--- src/uef_pkg.sv ---
// Shared constants and types for the enhanced feature and flow configuration block
package uef_pkg;

  // ----------------------------------------------------------------
  // Register addresses
  // ----------------------------------------------------------------
  localparam logic [2:0] ADDR_DLL   = 3'h0;
  localparam logic [2:0] ADDR_DLM   = 3'h1;
  localparam logic [2:0] ADDR_IER   = 3'h1;
  localparam logic [2:0] ADDR_EFR   = 3'h2;
  localparam logic [2:0] ADDR_FCR   = 3'h2;
  localparam logic [2:0] ADDR_IIR   = 3'h2;
  localparam logic [2:0] ADDR_LCR   = 3'h3;
  localparam logic [2:0] ADDR_MCR   = 3'h4;
  localparam logic [2:0] ADDR_TCR   = 3'h6;
  localparam logic [2:0] ADDR_TLR   = 3'h7;
  localparam logic [2:0] ADDR_SECOND_STOP_CHAR = 3'h7;
  localparam logic [2:0] ADDR_FRDY  = 3'h7;

  // ----------------------------------------------------------------
  // Field positions, keys, masks and reset values
  // ----------------------------------------------------------------
  localparam logic [7:0] LCR_EFR_KEY = 8'hBF;
  localparam int LCR_DL_BIT   = 7;
  localparam int EFR_CTS_BIT  = 7;
  localparam int EFR_RTS_BIT  = 6;
  localparam int EFR_SPEC_BIT = 5;
  localparam int EFR_ENH_BIT  = 4;
  localparam int IER_SLEEP_BIT = 4;
  localparam int MCR_EXT_BIT  = 6;
  localparam int MCR_LOOP_BIT = 4;
  localparam int MCR_FRDY_BIT = 2;
  localparam int MCR_RTS_BIT  = 1;
  localparam int FCR_EN_BIT   = 0;
  localparam logic [7:0] IER_PROT_MASK = 8'hF0;
  localparam logic [7:0] FCR_PROT_MASK = 8'h30;
  localparam logic [7:0] MCR_PROT_MASK = 8'hE0;
  localparam logic [7:0] REG_RESET     = 8'h00;
  localparam logic [3:0] NIB_ZERO      = 4'h0;

  // ----------------------------------------------------------------
  // FIFO levels
  // ----------------------------------------------------------------
  localparam logic [6:0] FIFO_DEPTH  = 7'h40;
  localparam logic [6:0] FCR_RX_LVL0 = 7'h08;
  localparam logic [6:0] FCR_RX_LVL1 = 7'h10;
  localparam logic [6:0] FCR_RX_LVL2 = 7'h38;
  localparam logic [6:0] FCR_RX_LVL3 = 7'h3C;
  localparam logic [6:0] FCR_TX_LVL0 = 7'h08;
  localparam logic [6:0] FCR_TX_LVL1 = 7'h10;
  localparam logic [6:0] FCR_TX_LVL2 = 7'h20;
  localparam logic [6:0] FCR_TX_LVL3 = 7'h38;

  // ----------------------------------------------------------------
  // Carriers
  // ----------------------------------------------------------------
  typedef struct packed {
    logic       wr;
    logic       rd;
    logic [2:0] addr;
    logic [7:0] data;
  } uef_bus_t;

  typedef struct packed {
    logic rx_b;
    logic rx_a;
    logic tx_b;
    logic tx_a;
  } uef_ready_t;

endpackage

--- src/uef_enhanced_flow.sv ---
// Enhanced feature, divisor, flow threshold and trigger level registers of one channel
// Function
// RULE1: With clear-to-send flow enabled, transmitter halts while clear-to-send input is high.
// RULE2: Auto request-to-send goes high at halt level, low at resume level.
// RULE3: Special detect compares each character with second stop character; stored, flag set.
// RULE4: Enhanced bit clear blocks writes to upper interrupt, fifo and modem bits.
// RULE5: Low nibble of enhanced register selects software flow control combination.
// RULE6: Baud divisor is sixteen bits, high latch is the upper byte.
// RULE7: Divisor latch writes are ignored once sleep enable is set.
// RULE8: Threshold register holds resume high nibble, halt low nibble, steps of four.
// RULE9: Threshold register writable only with enhanced bit and modem bit six set.
// RULE10: Software keeps halt above resume; hardware does not check.
// RULE11: Software loads thresholds before enabling automatic flow control.
// RULE12: Trigger register holds receive high nibble, transmit low nibble, times four.
// RULE13: Trigger register writable only with enhanced bit and modem bit six set.
// RULE14: Zero trigger nibble falls back to fifo-control level, per direction.
// RULE15: Software leaves fifo-control receive trigger bits at zero when trigger register used.
// RULE16: Ready register: bit5 rx B, bit4 rx A, bit1 tx B, bit0 tx A.
// RULE17: Ready register read-only at address seven, modem bit two set, no loopback.
// RULE18: Special character sets identification bit four at priority level five.
// RULE19: Enhanced register reached at address two with line control set to key.
// RULE20: Threshold and trigger reached at six and seven with modem bit six.
// RULE21: Divisor latches reached at zero and one with line control bit seven.
// RULE22: Ready bits mirror each channel's trigger-derived receive and transmit readiness.
// RULE23: Enhanced, threshold and trigger registers clear to zero on reset.
`timescale 1ns/1ps
module uef_enhanced_flow (
  input  wire logic              clock,
  input  wire logic              srst,
  input  wire uef_pkg::uef_bus_t bus,
  input  wire logic              channel_a_select_n,
  input  wire logic              channel_b_select_n,
  input  wire logic              clear_to_send_in_n,
  input  wire logic [6:0]        rx_fill,
  input  wire logic [6:0]        tx_fill,
  input  wire logic [7:0]        rx_char,
  input  wire logic              rx_char_valid,
  input  wire logic              rx_ready_b,
  input  wire logic              tx_ready_b,
  output logic [7:0]             read_data,
  output logic [15:0]            baud_divisor,
  output logic                   tx_halt,
  output logic                   request_to_send_out_n,
  output logic                   rx_store,
  output logic                   special_char_flag,
  output logic [3:0]             sw_flow_mode,
  output logic [6:0]             rx_trigger,
  output logic [6:0]             tx_trigger,
  output logic                   rx_ready_a,
  output logic                   tx_ready_a
);

  // ----------------------------------------------------------------
  // Helpers
  // ----------------------------------------------------------------
  function automatic logic [6:0] scale4(input logic [3:0] nib);
    return {1'b0, nib, 2'b00};
  endfunction

  // Protected bits keep their old value unless enhanced writes are on
  function automatic logic [7:0] merge(input logic [7:0] old_v, input logic [7:0] new_v,
                                       input logic [7:0] mask, input logic enh);
    return enh ? new_v : ((old_v & mask) | (new_v & ~mask));
  endfunction

  function automatic logic [6:0] fcr_rx_level(input logic [1:0] sel);
    return (sel == 2'h0) ? uef_pkg::FCR_RX_LVL0 : (sel == 2'h1) ? uef_pkg::FCR_RX_LVL1 :
           (sel == 2'h2) ? uef_pkg::FCR_RX_LVL2 : uef_pkg::FCR_RX_LVL3;
  endfunction

  function automatic logic [6:0] fcr_tx_level(input logic [1:0] sel);
    return (sel == 2'h0) ? uef_pkg::FCR_TX_LVL0 : (sel == 2'h1) ? uef_pkg::FCR_TX_LVL1 :
           (sel == 2'h2) ? uef_pkg::FCR_TX_LVL2 : uef_pkg::FCR_TX_LVL3;
  endfunction

  // ----------------------------------------------------------------
  // Registers
  // ----------------------------------------------------------------
  logic [7:0] enhanced_feature_control, dll, divisor_high_byte, flow_threshold_control, fifo_trigger_levels, interrupt_enable_reg, fifo_control_reg, line_control_reg, modem_control_reg, second_stop_char;

  // ----------------------------------------------------------------
  // Access decode
  // ----------------------------------------------------------------
  wire sel_a    = !channel_a_select_n;
  wire sel_any  = sel_a || !channel_b_select_n;
  wire wr       = bus.wr && sel_a;
  wire efr_mode = (line_control_reg == uef_pkg::LCR_EFR_KEY);
  wire dl_mode  = line_control_reg[uef_pkg::LCR_DL_BIT];
  wire norm     = !dl_mode;
  wire enh      = enhanced_feature_control[uef_pkg::EFR_ENH_BIT];
  wire ext      = enh && modem_control_reg[uef_pkg::MCR_EXT_BIT];
  wire frdy_en  = modem_control_reg[uef_pkg::MCR_FRDY_BIT] && !modem_control_reg[uef_pkg::MCR_LOOP_BIT];
  wire sleep    = interrupt_enable_reg[uef_pkg::IER_SLEEP_BIT];

  wire wr_efr   = wr && efr_mode && (bus.addr == uef_pkg::ADDR_EFR);       // RULE19
  wire wr_second_stop_char = wr && efr_mode && (bus.addr == uef_pkg::ADDR_SECOND_STOP_CHAR);
  wire dl_try   = wr && dl_mode && !efr_mode;                              // RULE21
  wire wr_dll   = dl_try && !sleep && (bus.addr == uef_pkg::ADDR_DLL);     // RULE7
  wire wr_dlm   = dl_try && !sleep && (bus.addr == uef_pkg::ADDR_DLM);     // RULE7
  wire wr_ier   = wr && norm && (bus.addr == uef_pkg::ADDR_IER);
  wire wr_fcr   = wr && norm && (bus.addr == uef_pkg::ADDR_FCR);
  wire wr_lcr   = wr && (bus.addr == uef_pkg::ADDR_LCR);
  wire wr_mcr   = wr && norm && (bus.addr == uef_pkg::ADDR_MCR);
  wire tcr_try  = wr && norm && (bus.addr == uef_pkg::ADDR_TCR);
  wire tlr_try  = wr && norm && (bus.addr == uef_pkg::ADDR_TLR) && !frdy_en;
  wire wr_tcr   = tcr_try && ext;                                          // RULE9 RULE20
  wire wr_tlr   = tlr_try && ext;                                          // RULE13 RULE20
  wire rd_frdy  = bus.rd && sel_any && norm && frdy_en
                  && (bus.addr == uef_pkg::ADDR_FRDY);                     // RULE17
  wire rd_iir   = bus.rd && sel_a && norm && (bus.addr == uef_pkg::ADDR_IIR);

  // ----------------------------------------------------------------
  // Next values
  // ----------------------------------------------------------------
  wire [7:0] next_ier = merge(interrupt_enable_reg, bus.data, uef_pkg::IER_PROT_MASK, enh);   // RULE4
  wire [7:0] next_fcr = merge(fifo_control_reg, bus.data, uef_pkg::FCR_PROT_MASK, enh);   // RULE4
  wire [7:0] next_mcr = merge(modem_control_reg, bus.data, uef_pkg::MCR_PROT_MASK, enh);   // RULE4

  wire       spec_hit = enhanced_feature_control[uef_pkg::EFR_SPEC_BIT] && rx_char_valid
                        && (rx_char == second_stop_char);                              // RULE3
  // A hit in the clearing read cycle keeps the flag set
  wire       next_spec = spec_hit || (special_char_flag && !rd_iir);       // RULE18

  wire [6:0] next_rx_trig = (fifo_trigger_levels[7:4] != uef_pkg::NIB_ZERO) ? scale4(fifo_trigger_levels[7:4])
                            : fcr_rx_level(fifo_control_reg[7:6]);                       // RULE12 RULE14
  wire [6:0] next_tx_trig = (fifo_trigger_levels[3:0] != uef_pkg::NIB_ZERO) ? scale4(fifo_trigger_levels[3:0])
                            : fcr_tx_level(fifo_control_reg[5:4]);                       // RULE12 RULE14
  wire [6:0] tx_space     = uef_pkg::FIFO_DEPTH - tx_fill;

  wire [7:0] iir_val  = {{2{fifo_control_reg[uef_pkg::FCR_EN_BIT]}}, 1'b0, special_char_flag,
                         3'h0, !special_char_flag};                         // RULE18
  wire [7:0] frdy_val = {2'h0, rx_ready_b, rx_ready_a, 2'h0, tx_ready_b, tx_ready_a}; // RULE16

  logic [7:0] next_read;
  always_comb begin
    if (rd_frdy) next_read = frdy_val;
    else if (!(bus.rd && sel_a)) next_read = read_data;
    else if (bus.addr == uef_pkg::ADDR_LCR) next_read = line_control_reg;
    else if (efr_mode && bus.addr == uef_pkg::ADDR_EFR) next_read = enhanced_feature_control;
    else if (efr_mode && bus.addr == uef_pkg::ADDR_SECOND_STOP_CHAR) next_read = second_stop_char;
    else if (dl_mode && bus.addr == uef_pkg::ADDR_DLL) next_read = dll;
    else if (dl_mode && bus.addr == uef_pkg::ADDR_DLM) next_read = divisor_high_byte;
    else if (dl_mode) next_read = uef_pkg::REG_RESET;
    else if (bus.addr == uef_pkg::ADDR_IER) next_read = interrupt_enable_reg;
    else if (bus.addr == uef_pkg::ADDR_IIR) next_read = iir_val;
    else if (bus.addr == uef_pkg::ADDR_MCR) next_read = modem_control_reg;
    else if (ext && bus.addr == uef_pkg::ADDR_TCR) next_read = flow_threshold_control;
    else if (ext && bus.addr == uef_pkg::ADDR_TLR) next_read = fifo_trigger_levels;
    else next_read = uef_pkg::REG_RESET;
  end

  // ----------------------------------------------------------------
  // Register file
  // ----------------------------------------------------------------
  always_ff @(posedge clock) begin
    if (srst) begin
      enhanced_feature_control   <= uef_pkg::REG_RESET;                                          // RULE23
      flow_threshold_control   <= uef_pkg::REG_RESET;                                          // RULE23
      fifo_trigger_levels   <= uef_pkg::REG_RESET;                                          // RULE23
      dll   <= uef_pkg::REG_RESET;
      divisor_high_byte   <= uef_pkg::REG_RESET;
      interrupt_enable_reg   <= uef_pkg::REG_RESET;
      fifo_control_reg   <= uef_pkg::REG_RESET;
      line_control_reg   <= uef_pkg::REG_RESET;
      modem_control_reg   <= uef_pkg::REG_RESET;
      second_stop_char <= uef_pkg::REG_RESET;
    end else begin
      if (wr_efr)   enhanced_feature_control   <= bus.data;
      if (wr_second_stop_char) second_stop_char <= bus.data;
      if (wr_dll)   dll   <= bus.data;
      if (wr_dlm)   divisor_high_byte   <= bus.data;
      if (wr_ier)   interrupt_enable_reg   <= next_ier;
      if (wr_fcr)   fifo_control_reg   <= next_fcr;
      if (wr_lcr)   line_control_reg   <= bus.data;
      if (wr_mcr)   modem_control_reg   <= next_mcr;
      if (wr_tcr)   flow_threshold_control   <= bus.data;                                      // RULE8
      if (wr_tlr)   fifo_trigger_levels   <= bus.data;
    end
  end

  // ----------------------------------------------------------------
  // Status and flow outputs
  // ----------------------------------------------------------------
  always_ff @(posedge clock) begin
    if (srst) begin
      read_data         <= uef_pkg::REG_RESET;
      tx_halt           <= 1'b0;
      rx_store          <= 1'b0;
      special_char_flag <= 1'b0;
      rx_trigger        <= uef_pkg::FCR_RX_LVL0;
      tx_trigger        <= uef_pkg::FCR_TX_LVL0;
      rx_ready_a        <= 1'b0;
      tx_ready_a        <= 1'b0;
    end else begin
      read_data         <= next_read;
      tx_halt           <= enhanced_feature_control[uef_pkg::EFR_CTS_BIT] && clear_to_send_in_n;   // RULE1
      rx_store          <= rx_char_valid;                                     // RULE3
      special_char_flag <= next_spec;                                         // RULE3
      rx_trigger        <= next_rx_trig;
      tx_trigger        <= next_tx_trig;
      rx_ready_a        <= rx_fill >= rx_trigger;                             // RULE22
      tx_ready_a        <= tx_space >= tx_trigger;                            // RULE22
    end
  end

  assign baud_divisor = {divisor_high_byte, dll};                                           // RULE6
  assign sw_flow_mode = enhanced_feature_control[3:0];                                             // RULE5

  // Thresholds taken as programmed; ordering is software's duty
  uef_rts_hyst u_rts (
    .clock        (clock),
    .srst         (srst),
    .enable       (enhanced_feature_control[uef_pkg::EFR_RTS_BIT]),
    .manual_rts   (modem_control_reg[uef_pkg::MCR_RTS_BIT]),
    .fill         (rx_fill),
    .halt_level   (scale4(flow_threshold_control[3:0])),                                         // RULE8
    .resume_level (scale4(flow_threshold_control[7:4])),                                         // RULE8 RULE10
    .rts_n        (request_to_send_out_n)
  );
endmodule // uef_enhanced_flow

--- src/uef_rts_hyst.sv ---
// Request-to-send hysteresis between halt and resume levels
`timescale 1ns/1ps
module uef_rts_hyst (
  input  wire logic       clock,
  input  wire logic       srst,
  input  wire logic       enable,
  input  wire logic       manual_rts,
  input  wire logic [6:0] fill,
  input  wire logic [6:0] halt_level,
  input  wire logic [6:0] resume_level,
  output logic            rts_n
);
  logic next_rts_n;

  // Between the two levels the line holds, giving hysteresis
  assign next_rts_n = !enable                ? !manual_rts :
                      (fill >= halt_level)   ? 1'b1 :       // RULE2
                      (fill <= resume_level) ? 1'b0 :       // RULE2
                      rts_n;

  always_ff @(posedge clock) begin
    if (srst) rts_n <= 1'b1;
    else      rts_n <= next_rts_n;
  end
endmodule // uef_rts_hyst

--- config.mk ---
export PLATFORM = sky130hd
export DESIGN_NAME = uef_enhanced_flow
export DESIGN_NICKNAME = d
export VERILOG_FILES = /design/src/uef_pkg.sv /design/src/uef_enhanced_flow.sv /design/src/uef_rts_hyst.sv
export SDC_FILE = /design/constraint.sdc
export NUM_CORES = 1
export LEC_CHECK = 0
export BUFFER_PORTS_ARGS = -buffer_cell sky130_fd_sc_hd__buf_4
export CORE_MARGIN = 2
export CORE_UTILIZATION = 40
export CTS_CLUSTER_SIZE = 30
export DETAILED_ROUTE_END_ITERATION = 6
export SLEW_MARGIN = 20
export SYNTH_ARGS = -nofsm -noshare
export SYNTH_HDL_FRONTEND = slang
export SYNTH_SLANG_ARGS = --single-unit
--- constraint.sdc ---
create_clock -name clock -period 2 [get_ports clock]
set_input_delay 0.1 -clock clock [delete_from_list [all_inputs] [get_ports clock]]
set_output_delay 0.1 -clock clock [all_outputs]
set_load 0.1 [all_outputs]
Word level (Yosys, flattened, before mapping)
Cells that the tools add are included.

cells by class
  bitwise gates (word level) = 3
  order comparisons = 4
  add/sub/neg operators = 1
  reductions and logical operators = 59
  mux-type cells = 27
  equality and inequality tests = 13

operators with widths
  kind                                            count
  2-to-1 mux 8 bit                                14
  2-to-1 mux 6 bit                                8
  logical AND 1 bit                               38
  greater-or-equal comparator 7 bit               2
  logical NOT 1 bit                               10
  == test 3 bit (second input constant)           3
  == test 8 bit                                   1
  == test 8 bit (second input constant)           1
  bitwise OR 6 x 8 -> 8 bit                       1
  bitwise OR 8 x 4 -> 8 bit                       1
  bitwise OR 8 x 5 -> 8 bit                       1
  nonzero test 4 bit                              2
  OR reduction 4 bit                              2
  greater-or-equal comparator 7 x 6 -> 1 bit      1
  <= comparator 7 x 6 -> 1 bit                    1
  subtractor 7 bit (first input constant)         1
  == test 3 x 2 -> 1 bit (second input constant)  2
  2-to-1 mux 5 bit                                1
  == test 2 x 1 -> 1 bit (second input constant)  2
  == test 2 bit (second input constant)           2
  logical NOT 2 bit                               2
  == test 3 x 1 -> 1 bit (second input constant)  1
  logical NOT 3 bit                               1
  2-to-1 mux 1 bit                                3
  other kinds (5)                                 6

word-level totals
  register bits = 108
  input bits = 43
  output and inout bits = 48
  word-level logic and storage cells = 129

Depth between registers and ports, before layout
  word-level depth = 15
  gate-level depth with buffers = 7

Hierarchy
From an unflattened synthesis, not the netlist that was laid out.

second synthesis, totals
  cell total of the unflattened synthesis = 650
  area, all modules = 5416.4 sq um

modules (own cells, without submodules)
  module             cells each  seq. area each (sq um)  times used  area each (sq um)
  uef_enhanced_flow  599         1961.9                  1           5034.8
  uef_rts_hyst       51          20.0                    1           381.6

Least setup slack after synthesis
Ideal clock, no wire load.

  kind = register to register
  start point = register rx_trigger[2]
  end point = register rx_ready_a
  period minus slack after synthesis = 2.243 ns
  path slack = -0.243 ns
  stages on the path, launching flop included = 7
  data arrival time = 2.172 ns
  data required time = 1.930 ns
  path through = dfxtp_1 > ha_1 > or4b_2 > a21boi_0 > o21a_1 > o21ai_0 > a21oi_1

between the ends
  longest elaborated chain between the ends = 1

RTL lines
  what                               line                      RTL
  from (decl)                        uef_enhanced_flow.sv:47   output logic [6:0] rx_trigger,
  from (signal assigned)             uef_enhanced_flow.sv:190  rx_trigger <= uef_pkg::FCR_RX_LVL0;
  from (signal assigned)             uef_enhanced_flow.sv:199  rx_trigger <= next_rx_trig;
  greater-or-equal comparator 7 bit  uef_enhanced_flow.sv:201  rx_ready_a <= rx_fill >= rx_trigger;
  to (signal assigned)               uef_enhanced_flow.sv:201
  to (decl)                          uef_enhanced_flow.sv:49   output logic rx_ready_a,

No other way between the ends.
A chain may end at the register's enable or synchronous reset.

Worst setup path in the final report
  start point = register line_control_reg[7]
  end point = register read_data[0]

between the ends
  longest elaborated chain between the ends = 8
  elaborated cells on any way between the ends = 18
  classes of those cells = eq/ne (1); mux (8); reduce/logical (9)

RTL lines
  what                                                          line                                                RTL
  from (decl)                                                   uef_enhanced_flow.sv:79                             logic [7:0] enhanced_feature_control, dll, divisor_high_byte, flow_threshold_control, fifo_trigger_levels, int ...
  from (signal assigned)                                        uef_enhanced_flow.sv:164                            line_control_reg <= uef_pkg::REG_RESET;
  from (signal assigned)                                        uef_enhanced_flow.sv:174                            if (wr_lcr) line_control_reg <= bus.data;
  2-to-1 mux 8 bit / logical AND 1 bit (equally long branches)  uef_enhanced_flow.sv:143, uef_enhanced_flow.sv:142
  2-to-1 mux 8 bit                                              uef_enhanced_flow.sv:142                            else if (dl_mode && bus.addr == uef_pkg::ADDR_DLM) next_read = divisor_high_byte;
  2-to-1 mux 8 bit                                              uef_enhanced_flow.sv:141                            else if (dl_mode && bus.addr == uef_pkg::ADDR_DLL) next_read = dll;
  2-to-1 mux 8 bit                                              uef_enhanced_flow.sv:140                            else if (efr_mode && bus.addr == uef_pkg::ADDR_SECOND_STOP_CHAR) next_read = second_stop_char;
  2-to-1 mux 8 bit                                              uef_enhanced_flow.sv:139                            else if (efr_mode && bus.addr == uef_pkg::ADDR_EFR) next_read = enhanced_feature_control;
  2-to-1 mux 8 bit                                              uef_enhanced_flow.sv:138                            else if (bus.addr == uef_pkg::ADDR_LCR) next_read = line_control_reg;
  2-to-1 mux 6 bit                                              uef_enhanced_flow.sv:137                            else if (!(bus.rd && sel_a)) next_read = read_data;
  2-to-1 mux 6 bit                                              uef_enhanced_flow.sv:136                            if (rd_frdy) next_read = frdy_val;
  to (signal assigned)                                          uef_enhanced_flow.sv:186                            read_data <= uef_pkg::REG_RESET;
  to (signal assigned)                                          uef_enhanced_flow.sv:195                            read_data <= next_read;
  to (decl)                                                     uef_enhanced_flow.sv:40                             output logic [7:0] read_data,

Several ways; a longest one is shown, not always the timed one. The select of a mux whose other input is x is not followed.

==> results.sh <==
export IMPL_cts_sinks=99
export IMPL_hold_path_class="input pin to flop"
export IMPL_grt_max_degree=44
export IMPL_grt_pass1_vias=4540
export IMPL_numCtsBuffers=9
export IMPL_cp_depth=6
export IMPL_cp_required_ps=2230
export IMPL_clock_latency_ps=360
export IMPL_dieArea_mm2=0.0140
export IMPL_tightestPinTransition_ps=558
export IMPL_netlist_area_mm2=0.00524
export IMPL_async_reset_ff_share_pct=0
export IMPL_clk_pin_slew_ps=70
export IMPL_antenna_found_initial=0
export IMPL_post_route_drc_count=0
export IMPL_netlist_top_cells_area="dfxtp_1 (38%), mux2i_1 (14%), nor2_1 (6.5%)"
export IMPL_portBuffers=84
export IMPL_post_route_period_util_pct=94.4
export IMPL_via_per_inst=5.42
export IMPL_cp_slowest_cell="or4b_1"
export IMPL_cts_setup_buffers=0
export IMPL_p_seq_share_pct=47.5
export IMPL_synth_top_area_share_pct=37.8
export IMPL_fmax_ghz=0.530
export IMPL_power_switching_uw=1140
export IMPL_diodes=0
export IMPL_cp_num_buf_inv=1
export IMPL_clk_path_buf_depth=2
export IMPL_worstPathCellList="or4b_1 -> a31oi_1 -> o221ai_1 -> o21ai_0 -> buf_4 -> a41oi_1"
export IMPL_slew_viol_final=0
export IMPL_drive_gt1_share_pct=21.1
export IMPL_ios=91
export IMPL_place_hpwl_um=11800
export IMPL_crit_path_end_kind="flop"
export IMPL_pwr_share_comb_pct=12.7
export IMPL_drtIter0Drc=349
export IMPL_final_cell_mix="buf_4 (118), dfxtp_1 (97), nor2_1 (91)"
export IMPL_slew_limit_headroom_pct=62.5
export IMPL_gp_congestion=0.966
export IMPL_synthAdderAreaFrac_pct=4.54
export IMPL_worst_path_largest_cell_delay_ps=510
export IMPL_synth_edff_count=0
export IMPL_yosys_area_top_type="dfxtp_1"
export IMPL_syn2layout_area_growth_pct=23.1
export IMPL_ir_worst_vdd_uv=320
export IMPL_critical_path_class="flop to flop"
export IMPL_cts_tree="built"
export IMPL_leakage_uw=0.00272
export IMPL_cts_htree_levels=3
export IMPL_yosys_area_share_simple_pct=19.2
export IMPL_synth_top_family_by_area="simple AND/OR/NAND/NOR gates"
export IMPL_muxShareOfSynthArea_pct=14.8
export IMPL_p_sw_share_pct=27.1
export IMPL_cp_start_kind="flop"
export IMPL_worstHoldPathCells=3
export IMPL_initial_utilization_pct=41.2
export IMPL_power_frac_clock_pct=39.8
export IMPL_final_common_cell="buf_4"
export IMPL_synthCells=610
export IMPL_fin_nets=757
export IMPL_power_density_mw_per_mm2=653
export IMPL_final_setup_tns_ps=0
export IMPL_path_max_fanout=6
export IMPL_rows=41
export IMPL_ys_types=65
export IMPL_rsz0062_at_grt="no"
export IMPL_internal_power_uw=3070
export IMPL_maxCapViolations=0
export IMPL_synth_ff_type="dfxtp_1"
export IMPL_firstDrtPassIters=5
export IMPL_cp_top_family="compound AO/OA/AOI/OAI gates"
export IMPL_worst_r2r_path_depth=6
export IMPL_wl_per_cell_um=18.3
export IMPL_track_usage_pct=23.0
export IMPL_worst_clock_skew_ps=5.15
export IMPL_root_buffer="clkbuf_16"
export IMPL_whs_ps=30.7
export IMPL_synth_compound_area_share_pct=15.2
export IMPL_coreArea_mm2=0.0127
export IMPL_syn_avg_cell_area_um2=8.59
export IMPL_ys_ff_latch=99
export IMPL_yosysWarnings=0
export IMPL_fin_crit_ps=1890
export IMPL_die_height_um=118
export IMPL_dieWidth_um=118
export IMPL_ant_nets=0
export IMPL_synthXorXnorAreaFrac_pct=2.01
export IMPL_status="complete, no violations"
export IMPL_ys_seq_area_share_pct=37.8
export IMPL_vias=4730
export IMPL_hold_viol=0
export IMPL_wl_um=16000
export IMPL_setup_viol=0
export IMPL_cp_arrival_ps=2120
export IMPL_grt_overflow_total=0
export IMPL_grt_pass1_wl_um=25000
## routing by layer
metal  vias to the layer above  GRT usage, %  routed length, µm  share of wire, %
met1                      2234          33.6               7770                49
met3                        18          3.62                935               5.8
met2                       159          34.1               7060                44
met5                         -             0                  0                 0
li1                       2319             -                  -                 -
met4                         0          7.74                237               1.5
## tightest hold or removal path: stages
cell	delay, ps
buf_4	110
nor2_1	40
a21oi_1	100
## cells in the mapped netlist (all sizes together) (7+ instances only)
library cell,count
a21oi,30
a221oi,7
buf,23
clkbuf,29
dfxtp,99
ha,19
inv,23
mux2i,74
nand2,37
nand2b,7
nand3,13
nor2,93
nor2b,7
nor3,9
o21ai,32
or3,7
## through the flow
step                power, µW  setup slack [ps]  instance area (µm²)  utilization (%)  instances
floorplan                2390              77.9                 5260                -        615
global placement         2570               169                 6130             48.2        854
detailed placement       2570              91.3                 6130             48.2        854
CTS                      4240              77.3                 6440             50.6        872
global route             4360              15.9                 6440             50.7        872
finish                   4210               113                 6440             50.7        872
## kinds of logic after synthesis
kind of cell             Yosys count
flip-flops                        99
XOR/XNOR                          12
AO/OA/AOI/OAI                    122
other                              1
AND/OR/NAND/NOR                  205
adder cells (fa/ha/maj)           19
buffers and inverters             75
multiplexers                      77
## path summary, 6_finish.rpt
kind | slack (ps) | endpoint | start
min reg2reg | 480 | tx_halt$_SDFF_PP0_ | enhanced_feature_control[7]$_SDFFE_PP0P_
max reg2reg | 110 | read_data[0]$_SDFFE_PP0P_ | line_control_reg[7]$_SDFFE_PP0P_
min | 30 | rx_ready_a$_SDFF_PP0_ | rx_fill[6]
max | 110 | read_data[0]$_SDFFE_PP0P_ | line_control_reg[7]$_SDFFE_PP0P_
## cell type report
type	instances	area [µm²]
well taps	172	215
repair buffers	121	926
flip-flops and latches	99	1980
clock inverters	5	37.5
multi-input cells	441	2940
fillers	1265	6280
clock buffers	11	253
inverters	23	86.3
## timing repair
action | CTS | global route
hold endpoints to repair | 2 | 0
endpoints found under the setup margin | 0 | 2
resized for setup | 0 | 1
hold buffers | 2 | 0
## power groups by stage
stage / Sequential [µW] / Clock [µW] / Combinational (µW)
2_1_floorplan: 2120 / 0 / 266
3_3_place_gp: 2040 / 0 / 521
3_5_place_dp: 2040 / 0 / 526
4_1_cts: 2000 / 1710 / 532
5_1_grt: 2000 / 1790 / 568
6_report: 2000 / 1680 / 534
No activity file was read; power rests on OpenSTA's default activity.
